===== config.mk =====
export PLATFORM = sky130hd
export DESIGN_NAME = mep_event_pn
export DESIGN_NICKNAME = d
export VERILOG_FILES = /design/src/hdl/mep_pkg.sv /design/src/hdl/mep_ctx_mem.sv /design/src/hdl/mep_event_pn.sv
export SDC_FILE = /design/constraint.sdc
export NUM_CORES = 2
export LEC_CHECK = 0
export ABC_AREA = 0
export BUFFER_PORTS_ARGS = -buffer_cell sky130_fd_sc_hd__buf_2
export CAP_MARGIN = 20
export CORE_ASPECT_RATIO = 0.9
export CORE_MARGIN = 10
export CORE_UTILIZATION = 48
export DETAILED_ROUTE_END_ITERATION = 6
export PLACE_DENSITY_LB_ADDON = 0.15
export SLEW_MARGIN = 20
export SYNTH_ARGS = -nofsm -noshare
export SYNTH_HDL_FRONTEND = slang
export SYNTH_SLANG_ARGS = --single-unit

===== constraint.sdc =====
create_clock -name hclk -period 11.2 [get_ports hclk]
set_clock_uncertainty 0.15 [all_clocks]
set_input_delay 0.56 -clock hclk [delete_from_list [all_inputs] [get_ports hclk]]
set_output_delay 0.56 -clock hclk [all_outputs]
set_load 0.01 [all_outputs]

===== src/hdl/mep_pkg.sv =====
// package of constants shared by the event and pn update block
package mep_pkg;
  // register byte offsets
  localparam logic [7:0] OFS_IG_FLAGS    = 8'h00;  // ingress crypto_fault_flags, w1c
  localparam logic [7:0] OFS_EG_FLAGS    = 8'h04;  // egress crypto_fault_flags, w1c
  localparam logic [7:0] OFS_IG_MASK     = 8'h08;  // ingress crypto flag enables
  localparam logic [7:0] OFS_EG_MASK     = 8'h0C;  // egress crypto flag enables
  localparam logic [7:0] OFS_DROP_FLAGS  = 8'h10;  // drop event flags, w1c
  localparam logic [7:0] OFS_DROP_MASK   = 8'h14;  // drop event enables
  localparam logic [7:0] OFS_PN_LIMIT    = 8'h18;  // pn_warning_limit
  localparam logic [7:0] OFS_PN_LOW      = 8'h1C;  // pn_target_low
  localparam logic [7:0] OFS_PN_HIGH     = 8'h20;  // pn_target_high
  localparam logic [7:0] OFS_PN_SEL      = 8'h24;  // pn_target_flow_sel
  localparam logic [7:0] OFS_UPD_CTRL    = 8'h28;  // update request and xpn select
  localparam logic [7:0] OFS_STAT_CTRL   = 8'h2C;  // counter mode and sa select
  localparam logic [7:0] OFS_RX_OCT_W0   = 8'h30;  // sa_rx_octet_counter bits 31:0
  localparam logic [7:0] OFS_RX_OCT_W1   = 8'h34;  // bits 63:32
  localparam logic [7:0] OFS_RX_OCT_W2   = 8'h38;  // bits 79:64, clear point
  localparam logic [7:0] OFS_TX_PKT_W0   = 8'h3C;  // sa_tx_pkt_counter bits 31:0
  localparam logic [7:0] OFS_TX_PKT_W1   = 8'h40;  // bits 39:32, clear point

  // crypto_fault_flags fields
  localparam int FLT_W        = 15;
  localparam int FLT_IN_ERR   = 0;
  localparam int FLT_OUT_ERR  = 1;
  localparam int FLT_PROC_ERR = 2;
  localparam int FLT_CTX_ERR  = 3;
  localparam int FLT_PN_WARN  = 4;
  localparam int FLT_FATAL    = 14;
  localparam logic [FLT_W-1:0] FLT_IMPL = 15'h401F;  // implemented flag bits

  // drop flag fields
  localparam int DROP_W      = 7;
  localparam int D_IG_CLASS  = 0;
  localparam int D_IG_CONS   = 1;
  localparam int D_IG_POST   = 2;
  localparam int D_IG_MTU    = 3;
  localparam int D_EG_CLASS  = 4;
  localparam int D_EG_POST   = 5;
  localparam int D_EG_MTU    = 6;

  // control fields
  localparam int UPD_REQ_BIT = 0;
  localparam int UPD_XPN_BIT = 1;
  localparam int ST_COR_BIT  = 0;
  localparam int ST_SAT_BIT  = 1;
  localparam int ST_SEL_LSB  = 4;

  // reset values
  localparam logic [31:0] PN_LIMIT_RST  = 32'hF000_0000;
  localparam logic [FLT_W-1:0] MASK_RST = 15'h0000;
  localparam logic [DROP_W-1:0] DMASK_RST = 7'h00;

  // counter widths and limits
  localparam int RX_OCT_W = 80;
  localparam int TX_PKT_W = 40;
  localparam logic [79:0] RX_MAX = 80'hFFFF_FFFF_FFFF_FFFF_FFFF;
  localparam logic [79:0] TX_MAX = 80'h0000_0000_00FF_FFFF_FFFF;

  // pn update sequencer states
  typedef enum logic [0:0] {UPD_IDLE, UPD_CMP} mep_upd_state_t;
endpackage


===== src/hdl/mep_ctx_mem.sv =====
// per-flow sequence number store with registered read data
`timescale 1ns/10ps
module mep_ctx_mem #(
  parameter int DEPTH = 16,
  parameter int WIDTH = 64
) (
  input  wire logic                     hclk,
  input  wire logic                     we,
  input  wire logic [$clog2(DEPTH)-1:0] addr,
  input  wire logic [WIDTH-1:0]         wdata,
  output logic      [WIDTH-1:0]         rdata
);
  logic [WIDTH-1:0] mem [DEPTH];  // one word per flow context

  // read first, a write returns the old word; read data lands one cycle after the address
  always_ff @(posedge hclk) begin
    if (we) begin
      mem[addr] <= wdata;
    end
    rdata <= mem[addr];
  end
endmodule


===== src/hdl/mep_event_pn.sv =====
// event flags, drop interrupts, sa counters and ingress pn update
//
// Local design decisions: the AHB-Lite interface to the registers and the address map.
`timescale 1ns/10ps
module mep_event_pn import mep_pkg::*; #(
  parameter int NUM_SA  = 4,
  parameter int NUM_CTX = 16
) (
  input  wire logic                           hclk,
  input  wire logic                           hresetn,
  input  wire logic                           hsel,
  input  wire logic [31:0]                    haddr,
  input  wire logic [1:0]                     htrans,
  input  wire logic                           hwrite,
  input  wire logic [2:0]                     hsize,
  input  wire logic [31:0]                    hwdata,
  input  wire logic                           hready,
  output logic      [31:0]                    hrdata,
  output logic                                hreadyout,
  output logic                                hresp,
  input  wire logic [1:0]                     cc_chk,
  input  wire logic [1:0][15:0]               cc_pkt_len,
  input  wire logic [1:0][5:0]                cc_sl_len,
  input  wire logic [1:0]                     cc_flow_egress,
  input  wire logic [1:0]                     cc_rec_egress,
  input  wire logic [1:0]                     cc_cipher_ok,
  input  wire logic [1:0]                     cc_auth_ok,
  input  wire logic [1:0]                     cc_out_err,
  input  wire logic [1:0]                     cc_fatal,
  input  wire logic [1:0]                     cc_proc_hw,
  input  wire logic                           eg_pn_valid,
  input  wire logic [31:0]                    eg_pn,
  input  wire logic                           ig_drop_class,
  input  wire logic                           ig_drop_consist,
  input  wire logic                           ig_drop_post,
  input  wire logic                           ig_drop_mtu,
  input  wire logic                           eg_drop_class,
  input  wire logic                           eg_drop_post,
  input  wire logic                           eg_drop_mtu,
  input  wire logic                           sa_rx_evt,
  input  wire logic [$clog2(NUM_SA)-1:0]      sa_rx_idx,
  input  wire logic [15:0]                    sa_rx_octets,
  input  wire logic                           sa_tx_evt,
  input  wire logic [$clog2(NUM_SA)-1:0]      sa_tx_idx,
  input  wire logic                           rec_wr_en,
  input  wire logic [$clog2(NUM_CTX)-1:0]     rec_idx,
  input  wire logic [63:0]                    rec_wr_pn,
  output logic                                rec_ready,
  output logic      [63:0]                    ctx_rd_pn,
  output logic                                ig_irq_crypto,
  output logic                                ig_irq_class,
  output logic                                ig_irq_consist,
  output logic                                ig_irq_post,
  output logic                                ig_irq_mtu,
  output logic                                eg_irq_crypto,
  output logic                                eg_irq_class,
  output logic                                eg_irq_post,
  output logic                                eg_irq_mtu
);
  localparam int SAW = $clog2(NUM_SA);
  localparam int CXW = $clog2(NUM_CTX);
  // crypto checks of one direction folded into flag events
  function automatic logic [FLT_W-1:0] flt_events(input logic chk, input logic [15:0] len,
      input logic [5:0] sl, input logic flow_eg, input logic rec_eg, input logic cip_ok,
      input logic auth_ok, input logic out_err, input logic fatal, input logic proc_hw);
    logic [FLT_W-1:0] v;
    v = '0;
    v[FLT_IN_ERR]   = chk && (sl != 6'h00) && (len < {10'h000, sl});
    v[FLT_OUT_ERR]  = out_err;
    v[FLT_FATAL]    = fatal;
    v[FLT_PROC_ERR] = (chk && (flow_eg != rec_eg)) || proc_hw;
    v[FLT_CTX_ERR]  = chk && !(cip_ok && auth_ok);
    return v;
  endfunction
  // counter step with wrap inside the limit or saturation at it
  function automatic logic [79:0] cnt_add(input logic [79:0] cur, input logic [79:0] inc,
      input logic [79:0] maxv, input logic sat);
    logic [80:0] s;
    s = {1'b0, cur} + {1'b0, inc};
    if (sat && (s > {1'b0, maxv})) begin
      return maxv;
    end
    return s[79:0] & maxv;
  endfunction
  // register state
  logic [FLT_W-1:0]  ig_flags_q, eg_flags_q;   // latched crypto flags
  logic [FLT_W-1:0]  ig_mask_q, eg_mask_q;     // crypto flag enables
  logic [DROP_W-1:0] drop_flags_q, drop_mask_q;  // drop flags and enables
  logic [31:0]       pn_warning_limit_q;       // egress pn warning level
  logic [31:0]       pn_target_low_q, pn_target_high_q;
  logic [CXW-1:0]    pn_target_flow_sel_q;
  logic              upd_req_q, upd_xpn_q;     // update request and 64-bit select
  logic [7:0]        stat_ctrl_q;              // clear-on-read, saturate, sa select
  logic [RX_OCT_W-1:0] rx_oct_q [NUM_SA];      // sa_rx_octet_counter
  logic [TX_PKT_W-1:0] tx_pkt_q [NUM_SA];      // sa_tx_pkt_counter
  mep_upd_state_t    upd_state_q;
  // ahb-lite data phase state
  logic              wr_q;                     // write pending in data phase
  logic [7:0]        waddr_q;                  // its offset
  logic [31:0]       hrdata_q;                 // read data, from a flop
  // address phase decode
  wire         addr_ph = hsel && hready && htrans[1];
  wire         rd_ph   = addr_ph && !hwrite;
  wire  [7:0]  raddr   = haddr[7:0];
  wire         wr_hit_ig   = wr_q && (waddr_q == OFS_IG_FLAGS);
  wire         wr_hit_eg   = wr_q && (waddr_q == OFS_EG_FLAGS);
  wire         wr_hit_drop = wr_q && (waddr_q == OFS_DROP_FLAGS);
  wire         wr_hit_upd  = wr_q && (waddr_q == OFS_UPD_CTRL);
  wire [SAW-1:0] sa_sel    = stat_ctrl_q[ST_SEL_LSB +: SAW];
  wire         cor_en      = stat_ctrl_q[ST_COR_BIT];
  wire         sat_en      = stat_ctrl_q[ST_SAT_BIT];
  wire         rx_clr      = rd_ph && cor_en && (raddr == OFS_RX_OCT_W2);
  wire         tx_clr      = rd_ph && cor_en && (raddr == OFS_TX_PKT_W1);
  // hardware set terms; egress pn passing the limit is only a warning
  logic [FLT_W-1:0] ig_set, eg_set;
  logic [DROP_W-1:0] drop_set;
  assign ig_set = flt_events(cc_chk[0], cc_pkt_len[0], cc_sl_len[0], cc_flow_egress[0],
                             cc_rec_egress[0], cc_cipher_ok[0], cc_auth_ok[0], cc_out_err[0],
                             cc_fatal[0], cc_proc_hw[0]);
  assign eg_set = flt_events(cc_chk[1], cc_pkt_len[1], cc_sl_len[1], cc_flow_egress[1],
                             cc_rec_egress[1], cc_cipher_ok[1], cc_auth_ok[1], cc_out_err[1],
                             cc_fatal[1], cc_proc_hw[1])
                | (FLT_W'(eg_pn_valid && (eg_pn > pn_warning_limit_q)) << FLT_PN_WARN);
  assign drop_set = {eg_drop_mtu, eg_drop_post, eg_drop_class,
                     ig_drop_mtu, ig_drop_post, ig_drop_consist, ig_drop_class};
  // w1c: a set arriving with the clear wins
  wire [FLT_W-1:0]  ig_flags_d   = (ig_flags_q & ~(wr_hit_ig ? hwdata[FLT_W-1:0] : '0)) | ig_set;
  wire [FLT_W-1:0]  eg_flags_d   = (eg_flags_q & ~(wr_hit_eg ? hwdata[FLT_W-1:0] : '0)) | eg_set;
  wire [DROP_W-1:0] drop_flags_d = (drop_flags_q & ~(wr_hit_drop ? hwdata[DROP_W-1:0] : '0)) | drop_set;
  // interrupt lines follow flag and enable, no extra latency
  wire [FLT_W-1:0]  ig_act = ig_flags_q & ig_mask_q;
  wire [FLT_W-1:0]  eg_act = eg_flags_q & eg_mask_q;
  wire [DROP_W-1:0] d_act  = drop_flags_q & drop_mask_q;
  assign ig_irq_crypto  = |ig_act;
  assign eg_irq_crypto  = |eg_act;
  assign ig_irq_class   = d_act[D_IG_CLASS];
  assign ig_irq_consist = d_act[D_IG_CONS];
  assign ig_irq_post    = d_act[D_IG_POST];
  assign ig_irq_mtu     = d_act[D_IG_MTU];
  assign eg_irq_class   = d_act[D_EG_CLASS];
  assign eg_irq_post    = d_act[D_EG_POST];
  assign eg_irq_mtu     = d_act[D_EG_MTU];
  // pn update datapath; host owns the memory port while a request is open
  logic [63:0] mem_rd;
  wire  [63:0] tgt_pn  = upd_xpn_q ? {pn_target_high_q, pn_target_low_q} : {32'h0000_0000, pn_target_low_q};
  wire         pn_less = upd_xpn_q ? (mem_rd < tgt_pn) : (mem_rd[31:0] < pn_target_low_q);
  wire         upd_wr  = (upd_state_q == UPD_CMP) && pn_less;
  wire         upd_done = (upd_state_q == UPD_CMP);
  wire         mem_we  = upd_req_q ? upd_wr : rec_wr_en;
  wire [CXW-1:0] mem_addr = upd_req_q ? pn_target_flow_sel_q : rec_idx;
  wire [63:0]  mem_wd  = upd_req_q ? tgt_pn : rec_wr_pn;
  assign rec_ready = !upd_req_q;
  assign ctx_rd_pn = mem_rd;
  mep_ctx_mem #(.DEPTH(NUM_CTX), .WIDTH(64)) i_mep_ctx_mem (
    .hclk  (hclk),
    .we    (mem_we),
    .addr  (mem_addr),
    .wdata (mem_wd),
    .rdata (mem_rd)
  );
  // read mux, sampled in the address phase
  logic [31:0] rd_mux;
  always_comb begin
    case (raddr)
      OFS_IG_FLAGS:   rd_mux = {17'h0, ig_flags_q};
      OFS_EG_FLAGS:   rd_mux = {17'h0, eg_flags_q};
      OFS_IG_MASK:    rd_mux = {17'h0, ig_mask_q};
      OFS_EG_MASK:    rd_mux = {17'h0, eg_mask_q};
      OFS_DROP_FLAGS: rd_mux = {25'h0, drop_flags_q};
      OFS_DROP_MASK:  rd_mux = {25'h0, drop_mask_q};
      OFS_PN_LIMIT:   rd_mux = pn_warning_limit_q;
      OFS_PN_LOW:     rd_mux = pn_target_low_q;
      OFS_PN_HIGH:    rd_mux = pn_target_high_q;
      OFS_PN_SEL:     rd_mux = 32'(pn_target_flow_sel_q);
      OFS_UPD_CTRL:   rd_mux = {30'h0, upd_xpn_q, upd_req_q};
      OFS_STAT_CTRL:  rd_mux = {24'h0, stat_ctrl_q};
      OFS_RX_OCT_W0:  rd_mux = rx_oct_q[sa_sel][31:0];
      OFS_RX_OCT_W1:  rd_mux = rx_oct_q[sa_sel][63:32];
      OFS_RX_OCT_W2:  rd_mux = {16'h0, rx_oct_q[sa_sel][79:64]};
      OFS_TX_PKT_W0:  rd_mux = tx_pkt_q[sa_sel][31:0];
      OFS_TX_PKT_W1:  rd_mux = {24'h0, tx_pkt_q[sa_sel][39:32]};
      default:        rd_mux = 32'h0000_0000;  // unmapped reads as zero
    endcase
  end

  // zero wait state slave, always okay
  assign hreadyout = 1'b1;
  assign hresp     = 1'b0;
  assign hrdata    = hrdata_q;
  // bus phase tracking
  always_ff @(posedge hclk or negedge hresetn) begin
    if (!hresetn) begin
      wr_q     <= 1'b0;
      waddr_q  <= 8'h00;
      hrdata_q <= 32'h0000_0000;
    end else begin
      wr_q    <= addr_ph && hwrite;
      waddr_q <= raddr;
      if (rd_ph) begin
        hrdata_q <= rd_mux;
      end
    end
  end

  // flags and software registers
  always_ff @(posedge hclk or negedge hresetn) begin
    if (!hresetn) begin
      ig_flags_q           <= '0;
      eg_flags_q           <= '0;
      drop_flags_q         <= '0;
      ig_mask_q            <= MASK_RST;
      eg_mask_q            <= MASK_RST;
      drop_mask_q          <= DMASK_RST;
      pn_warning_limit_q   <= PN_LIMIT_RST;
      pn_target_low_q      <= 32'h0000_0000;
      pn_target_high_q     <= 32'h0000_0000;
      pn_target_flow_sel_q <= '0;
      stat_ctrl_q          <= 8'h00;
    end else begin
      ig_flags_q   <= ig_flags_d;
      eg_flags_q   <= eg_flags_d;
      drop_flags_q <= drop_flags_d;
      if (wr_q) begin
        case (waddr_q)
          OFS_IG_MASK:   ig_mask_q            <= hwdata[FLT_W-1:0] & FLT_IMPL;
          OFS_EG_MASK:   eg_mask_q            <= hwdata[FLT_W-1:0] & FLT_IMPL;
          OFS_DROP_MASK: drop_mask_q          <= hwdata[DROP_W-1:0];
          OFS_PN_LIMIT:  pn_warning_limit_q   <= hwdata;
          OFS_PN_LOW:    pn_target_low_q      <= hwdata;
          OFS_PN_HIGH:   pn_target_high_q     <= hwdata;
          OFS_PN_SEL:    pn_target_flow_sel_q <= hwdata[CXW-1:0];
          OFS_STAT_CTRL: stat_ctrl_q          <= hwdata[7:0];
          default: ;  // flags, counters and unmapped: no store
        endcase
      end
    end
  end

  // update request: software sets, sequencer clears when the record is done
  always_ff @(posedge hclk or negedge hresetn) begin
    if (!hresetn) begin
      upd_req_q   <= 1'b0;
      upd_xpn_q   <= 1'b0;
      upd_state_q <= UPD_IDLE;
    end else begin
      if (wr_hit_upd) begin
        upd_xpn_q <= hwdata[UPD_XPN_BIT];
      end
      if (wr_hit_upd && hwdata[UPD_REQ_BIT]) begin
        upd_req_q <= 1'b1;  // set wins over completion
      end else if (upd_done) begin
        upd_req_q <= 1'b0;
      end
      case (upd_state_q)
        UPD_IDLE: upd_state_q <= upd_req_q ? UPD_CMP : UPD_IDLE;  // read issued here
        UPD_CMP:  upd_state_q <= UPD_IDLE;  // compare and conditional write
        default:  upd_state_q <= UPD_IDLE;
      endcase
    end
  end

  // per-sa counters; one counter serves both cipher modes of its sa
  for (genvar g = 0; g < NUM_SA; g++) begin : g_cnt
    logic [79:0] rx_sum, tx_sum;
    assign rx_sum = cnt_add(rx_oct_q[g], {64'h0, sa_rx_octets}, RX_MAX, sat_en);
    assign tx_sum = cnt_add({40'h0, tx_pkt_q[g]}, 80'h1, TX_MAX, sat_en);
    always_ff @(posedge hclk or negedge hresetn) begin
      if (!hresetn) begin
        rx_oct_q[g] <= '0;
        tx_pkt_q[g] <= '0;
      end else begin
        if (rx_clr && (sa_sel == SAW'(g))) begin
          rx_oct_q[g] <= (sa_rx_evt && (sa_rx_idx == SAW'(g))) ? {64'h0, sa_rx_octets} : '0;
        end else if (sa_rx_evt && (sa_rx_idx == SAW'(g))) begin
          rx_oct_q[g] <= rx_sum;
        end
        if (tx_clr && (sa_sel == SAW'(g))) begin
          tx_pkt_q[g] <= (sa_tx_evt && (sa_tx_idx == SAW'(g))) ? 40'h1 : '0;
        end else if (sa_tx_evt && (sa_tx_idx == SAW'(g))) begin
          tx_pkt_q[g] <= tx_sum[TX_PKT_W-1:0];
        end
      end
    end
  end
endmodule


After elaboration in Yosys (flattened, before gate mapping)

Memories as Yosys holds them, arrays and structs flattened. A register that Yosys moved wholly into a read port is not among the register bits.
Index checks and enable logic that the tools add are counted.

Memories: 1
Bits in writable memories: 1024
Register bits: 688

Memory list:

| memory            | depth | bits a word | read ports | clocked after Yosys merged registers in | write ports | RTL line          | source |
|---|---|---|---|---|---|---|---|
| i_mep_ctx_mem.mem | 16    | 64          | 1          | 1                                       | 1           | mep_ctx_mem.sv:13 | `logic [WIDTH-1:0] mem [DEPTH];` |

Add/subtract/negate cells: 8
Mux-type cells: 69
Bitwise operators: 15
Reduce and logical (&&, ||, !) cells: 80
Magnitude comparators: 14
Equal/unequal tests: 38

Operator list:

| cell                                                                    | number |
|---|---|
| 80-bit two-way mux                                                      | 18 |
| 40-bit two-way mux                                                      | 18 |
| 32-bit one-hot mux with 17 select lines                                 | 1 |
| 80-bit by 16-bit adder with 81-bit output                               | 4 |
| 81-bit by 80-bit > comparator with 1-bit output (second input constant) | 4 |
| 40-bit by 1-bit adder with 41-bit output (second input constant)        | 4 |
| 41-bit by 40-bit > comparator with 1-bit output (second input constant) | 4 |
| 80-bit binary-select mux with 2-bit select                              | 1 |
| 64-bit two-way mux                                                      | 2 |
| 8-bit by 6-bit == test with 1-bit output (second input constant)        | 12 |
| 40-bit binary-select mux with 2-bit select                              | 1 |
| 8-bit by 5-bit == test with 1-bit output (second input constant)        | 8 |
| 64-bit less-than comparator                                             | 1 |
| 16-bit two-way mux                                                      | 4 |
| 15-bit bitwise AND                                                      | 4 |
| 1-bit logical AND                                                       | 48 |
| 8-bit by 4-bit == test with 1-bit output (second input constant)        | 4 |
| 32-bit > comparator                                                     | 1 |
| 16-bit by 6-bit less-than comparator with 1-bit output                  | 2 |
| 32-bit less-than comparator                                             | 1 |
| 15-bit two-way mux                                                      | 2 |
| 15-bit inverter                                                         | 2 |
| 15-bit bitwise OR                                                       | 2 |
| 15-bit OR reduction                                                     | 2 |
| 23 further kinds                                                        | 74 |

Longest topological paths before layout

Depth in word-level cells: 7
Mapped depth: 15

Hierarchy

From an unflattened synthesis, not the netlist that was laid out.

Cells, all modules: 7061
Area total of the unflattened synthesis: 87312.5 sq um

By module, submodules not included:

| module       | cells an instance | times used | sequential area each (sq um) | area an instance (sq um) |
|---|---|---|---|---|
| mep_event_pn | 5413              | 1          | 17221.5                      | 47794.6 |
| mep_ctx_mem  | 1648              | 1          | 32030.7                      | 39517.9 |

Worst setup path before layout

No wires, ideal clock.

Path kind: flip-flop to flip-flop
Start point: reg upd_xpn_q
End point: mem i_mep_ctx_mem.mem[12][0] (enable)
Clock period less this slack: 9570 ps
Path slack: 1630 ps
Path buffers: 3
Data required time: 10406 ps
Arrival time: 8776 ps
Cell stages (with the launch flop): 15
Path through: dfrtp_1 clkbuf_1 clkbuf_1 nand2_1 ha_1 a21o_1 a21o_1 a21oi_1 nor2_1 a311oi_1 a21o_1 a31oi_1 a311o_1 clkbuf_1 nor4_1

Longest elaborated chain between the ends: 7

RTL lines:

| what                                        | RTL line            | source |
|---|---|---|
| start, declared                             | mep_event_pn.sv:92  | `logic upd_req_q, upd_xpn_q;` |
| start signal, assigned                      | mep_event_pn.sv:247 | `upd_xpn_q <= hwdata[UPD_XPN_BIT];` |
| 64-bit two-way mux                          | mep_event_pn.sv:145 | `wire [63:0] tgt_pn = upd_xpn_q ? {pn_target_high_q, pn_target_low_q} : {32'h0000_0000, pn_target_low_q};` |
| 64-bit less-than comparator                 | mep_event_pn.sv:146 | `wire pn_less = upd_xpn_q ? (mem_rd < tgt_pn) : (mem_rd[31:0] < pn_target_low_q);` |
| 1-bit two-way mux (*)                       | mep_event_pn.sv:146 |  |
| 1-bit logical AND (*)                       | mep_event_pn.sv:147 | `wire upd_wr = (upd_state_q == UPD_CMP) && pn_less;` |
| 1-bit two-way mux (*)                       | mep_event_pn.sv:149 | `wire mem_we = upd_req_q ? upd_wr : rec_wr_en;` |
| 1-bit two-way mux (*)                       | mep_ctx_mem.sv:17   | `if (we) begin` |
| 1-bit two-way mux (not written as such) (*) | mep_ctx_mem.sv:18   | `mem[addr] <= wdata;` |
| end, declared                               | mep_ctx_mem.sv:13   |  |

Mark *: on every way between the ends. The rest lies on a longest branch, timed or not.

Worst setup path in the final report

Start point: reg upd_xpn_q
End point: mem i_mep_ctx_mem.mem[6][11] (enable)

Same word-level chain as after synthesis.

==> impl_metrics.yaml <==
outcome:
  status: "finished clean"
place:
  place_ws_ns: 5.32
  place_congestion: 1.05
  port_buffers: 342
  hpwl_um: 225000
cts:
  cts_num_sinks: 1776
  worstSkewPairLatency_ns: 0.84
  root_buffer: "clkbuf_16"
  cts_tree: "done"
  cts_buffers: 186
  clk_pin_slew_ns: 0.06
  h-tree-depth: 4
  cts_max_path_buffers: 3
timing:
  finalHoldViolCount: 0
  period_share_pct: 53.4
  maxSlewViolCount: 0
  slew_headroom_pct: 21.1
  setup_slack_ns: 5.22
  worst_pin_slew_ns: 1.18
  tns_ns: 0
  period_needed_ns: 5.98
  rsz0062_at_grt: "false"
  setup_viol: 0
  fmax_mhz: 167
detailed_routing:
  num_vias: 68100
  viasPerCell: 6.71
  wire_per_inst_um: 32.1
  first_pass_iters: 6
  ant_nets: 0
  drc: 0
  drt_iter0_drc: 8839
  drt-total-wl_um: 326000
yosys:
  synth_area_leader_cell: "edfxtp_1"
  synth_top_family_by_area: "simple AND/OR/NAND/NOR gates"
  synthMuxAreaShare_pct: 12.2
  synth_ff_type: "edfxtp_1"
  synth_simple_gate_area_share_pct: 13.1
  synthCells: 7225
  synth-compound-area-share_pct: 12.2
  synth_top_area_share_pct: 34.8
  async_reset_ff_share_pct: 38.7
  synth-xor-area-share_pct: 1.47
  synth.distinct_cells: 104
  synth_most_common_cell: "edfxtp_1"
  avgSynthCellArea_um2: 12.2
  yosys-top-cells-count: "1024 x edfxtp_1, 684 x dfrtp_1, 622 x nand2_1, 414 x nor2_1, 376 x mux4_2"
  syn-cell-area_um2: 88300
  ys_seq_elements: 1776
  ys_warn_count: 0
  synth_adder_area_share_pct: 2.60
  synthesis.nets: 7671
  synth_edf_count: 1024
  yosysSeqAreaShare_pct: 55.8
  ys_top_cells_by_area: "edfxtp_1 35%, dfrtp_1 19%, mux4_2 9.6%, nand2_1 2.6%, ha_1 2.5%"
finish:
  drive_gt1_share_pct: 19.3
  synthToLayoutAreaGrowth_pct: 13.9
  fin_nets: 8010
  seq_area_um2: 49300
  fill_cells: 15400
  multi_input_area_um2: 37000
floorplanning:
  start_util_pct: 48.2
  die_h_um: 427
  io_pins: 373
  core_area_um2: 183000
  design.die.area_um2: 201000
  rows: 149
  die_w_um: 472
worst_setup_path:
  path_class: "flip-flop to flip-flop"
  crit_fanout: 39
  startpoint_type: "flip-flop"
  critPathArrivalTime_ns: 6.25
  end_kind: "flip-flop"
  cp.required_ns: 11.48
grt:
  grt_antenna_before_repair: 25
  grt_pass1_wl_um: 465000
  first_global_vias: 64400
  overflow: 0
  grt_max_degree: 151
  grtUsageTotal_pct: 31.4
pwr:
  power_leakage_nw: 36.3
  p_per_area_nw_per_um2: 169
  vdd_drop_max_mv: 0.166
job:
  drv_cap: 0
hold_path:
  min_path_type: "primary input to flip-flop"
==> layout by cell type (no fill, tap or decap), types with 34 or more instances in the layout <==
| cell type | n |
|---|---|
| edfxtp_1 | 1024 |
| dfrtp_1 | 681 |
| nand2_1 | 620 |
| nor2_1 | 401 |
| mux4_2 | 376 |
| a21oi_1 | 365 |
| buf_2 | 341 |
| o21ai_0 | 315 |
| nand3_1 | 264 |
| nor3_1 | 235 |
| a31oi_1 | 225 |
| clkbuf_16 | 187 |
| ha_1 | 177 |
| buf_4 | 173 |
| mux2_2 | 162 |
| inv_1 | 154 |
| nand4_1 | 146 |
| and3_1 | 144 |
| a211oi_1 | 123 |
| and2_1 | 118 |
| nor4_1 | 90 |
| xnor2_1 | 89 |
| a21o_1 | 83 |
| a311oi_1 | 77 |
| dlygate4sd3_1 | 72 |
| dfxtp_1 | 64 |
| xor2_1 | 59 |
| o21a_1 | 54 |
| and4_1 | 45 |
| mux2i_1 | 40 |
| a22oi_1 | 40 |
| a41oi_1 | 40 |
| nor2b_1 | 37 |
| a221oi_1 | 36 |
| a22o_1 | 34 |
==> cell families after synthesis <==
| family | count (synthesis) |
|---|---|
| flip-flops | 1776 |
| buffers and inverters | 598 |
| adder cells (fa/ha/maj) | 181 |
| multiplexers | 583 |
| XOR/XNOR | 148 |
| AO/OA/AOI/OAI | 1638 |
| AND/OR/NAND/NOR | 2299 |
| other | 2 |
==> through the flow <==
stage	instances	hold WS, ns	power (mW)	util (%)	cell area (µm²)
final	10200	0.0493	17.0	54.9	101000
after global routing	10100	0.0186	17.5	54.9	100000
after CTS	10100	0.00167	17.0	54.9	100000
after detailed placement	9718	0.335	10.2	50.8	93000
after global placement	9717	0.325	10.2	50.8	93000
after floorplan	7225	0.114	9.21	-	88300
==> cell type report <==
cell class | instances | share of cell area, %
antenna | 10 | 0.0249
timing repair buffer | 594 | 3.85
tap | 2416 | 3.01
inverter | 155 | 0.579
clock inverter | 113 | 1.67
multi-input combinational | 4851 | 36.8
clock buffer | 237 | 5.01
sequential | 1776 | 49.0
==> timing repair <==
item | in CTS | in global routing
hold buffers | 72 | 0
endpoints found under the hold margin | 223 | 0
buffers inserted | 0 | 0
resized for setup | 0 | 0
==> metal layers <==
| metal | GRT usage, % | part of all wire [%] | vias to the layer above |
|---|---|---|---|
| met3 | 6.80 | 9.4 | 675 |
| met5 | 0 | 0.033 | - |
| met2 | 46.0 | 43 | 3597 |
| met4 | 17.4 | 6.6 | 18 |
| met1 | 43.7 | 41 | 35000 |
| li1 | - | - | 28900 |
==> path summary, 6_finish.rpt <==
check	start	endpoint	slack, ns	cells after the start
worst max-delay path	upd_xpn_q$_DFFE_PN0P_	i_mep_ctx_mem.mem[6][11]$_DFFE_PP_	5.22	14
worst min-delay path	hwdata[12]	eg_flags_q[12]$_DFF_PN0_	0.05	2
worst max register to register	upd_xpn_q$_DFFE_PN0P_	i_mep_ctx_mem.mem[6][11]$_DFFE_PP_	5.22	14
worst min register to register	upd_done$_DFF_PN0_	upd_done$_DFF_PN0_	0.35	1
max in group asynchronous	hresetn	rx_oct_q[237]$_DFFE_PN0P_	8.40	4
min in group asynchronous	hresetn	tx_pkt_q[44]$_DFFE_PN0P_	0.22	2
==> worst max-delay path, cell delays in order, from the launching register on <==
cell,delay [ns]
dfrtp_1,0.50
buf_4,0.39
nand2_1,0.13
ha_1,0.34
a21o_1,0.18
a21oi_1,0.14
o21ai_0,0.11
a21oi_1,0.15
nor2_1,0.05
nor4_1,0.34
a31oi_1,0.22
a311o_1,0.70
nor3_4,0.83
buf_4,0.50
buf_4,0.76
==> power breakdown <==
part	switching [mW]	internal, mW	leakage [nW]
clock network	2.80	3.96	3.23
registers	0.432	7.24	18.6
logic	1.54	0.992	14.5
total	4.77	12.2	36.3
==> sequential cells by signal, indices dropped and copies added, names as in the netlist, 4 cells and up <==
register and cells:
drop_flags_q 7, drop_mask_q 7, eg_flags_q 15, eg_mask_q 6, hrdata 32, i_mep_ctx_mem.mem 1024
i_mep_ctx_mem.rdata 64, ig_flags_q 15, ig_mask_q 6, pn_target_flow_sel_q 4, pn_target_high_q 32, pn_target_low_q 32
pn_warning_limit_q 32, rx_oct_q 320, stat_ctrl_q 8, tx_pkt_q 160, waddr_q 8
No activity file was read; power rests on OpenSTA's default activity.
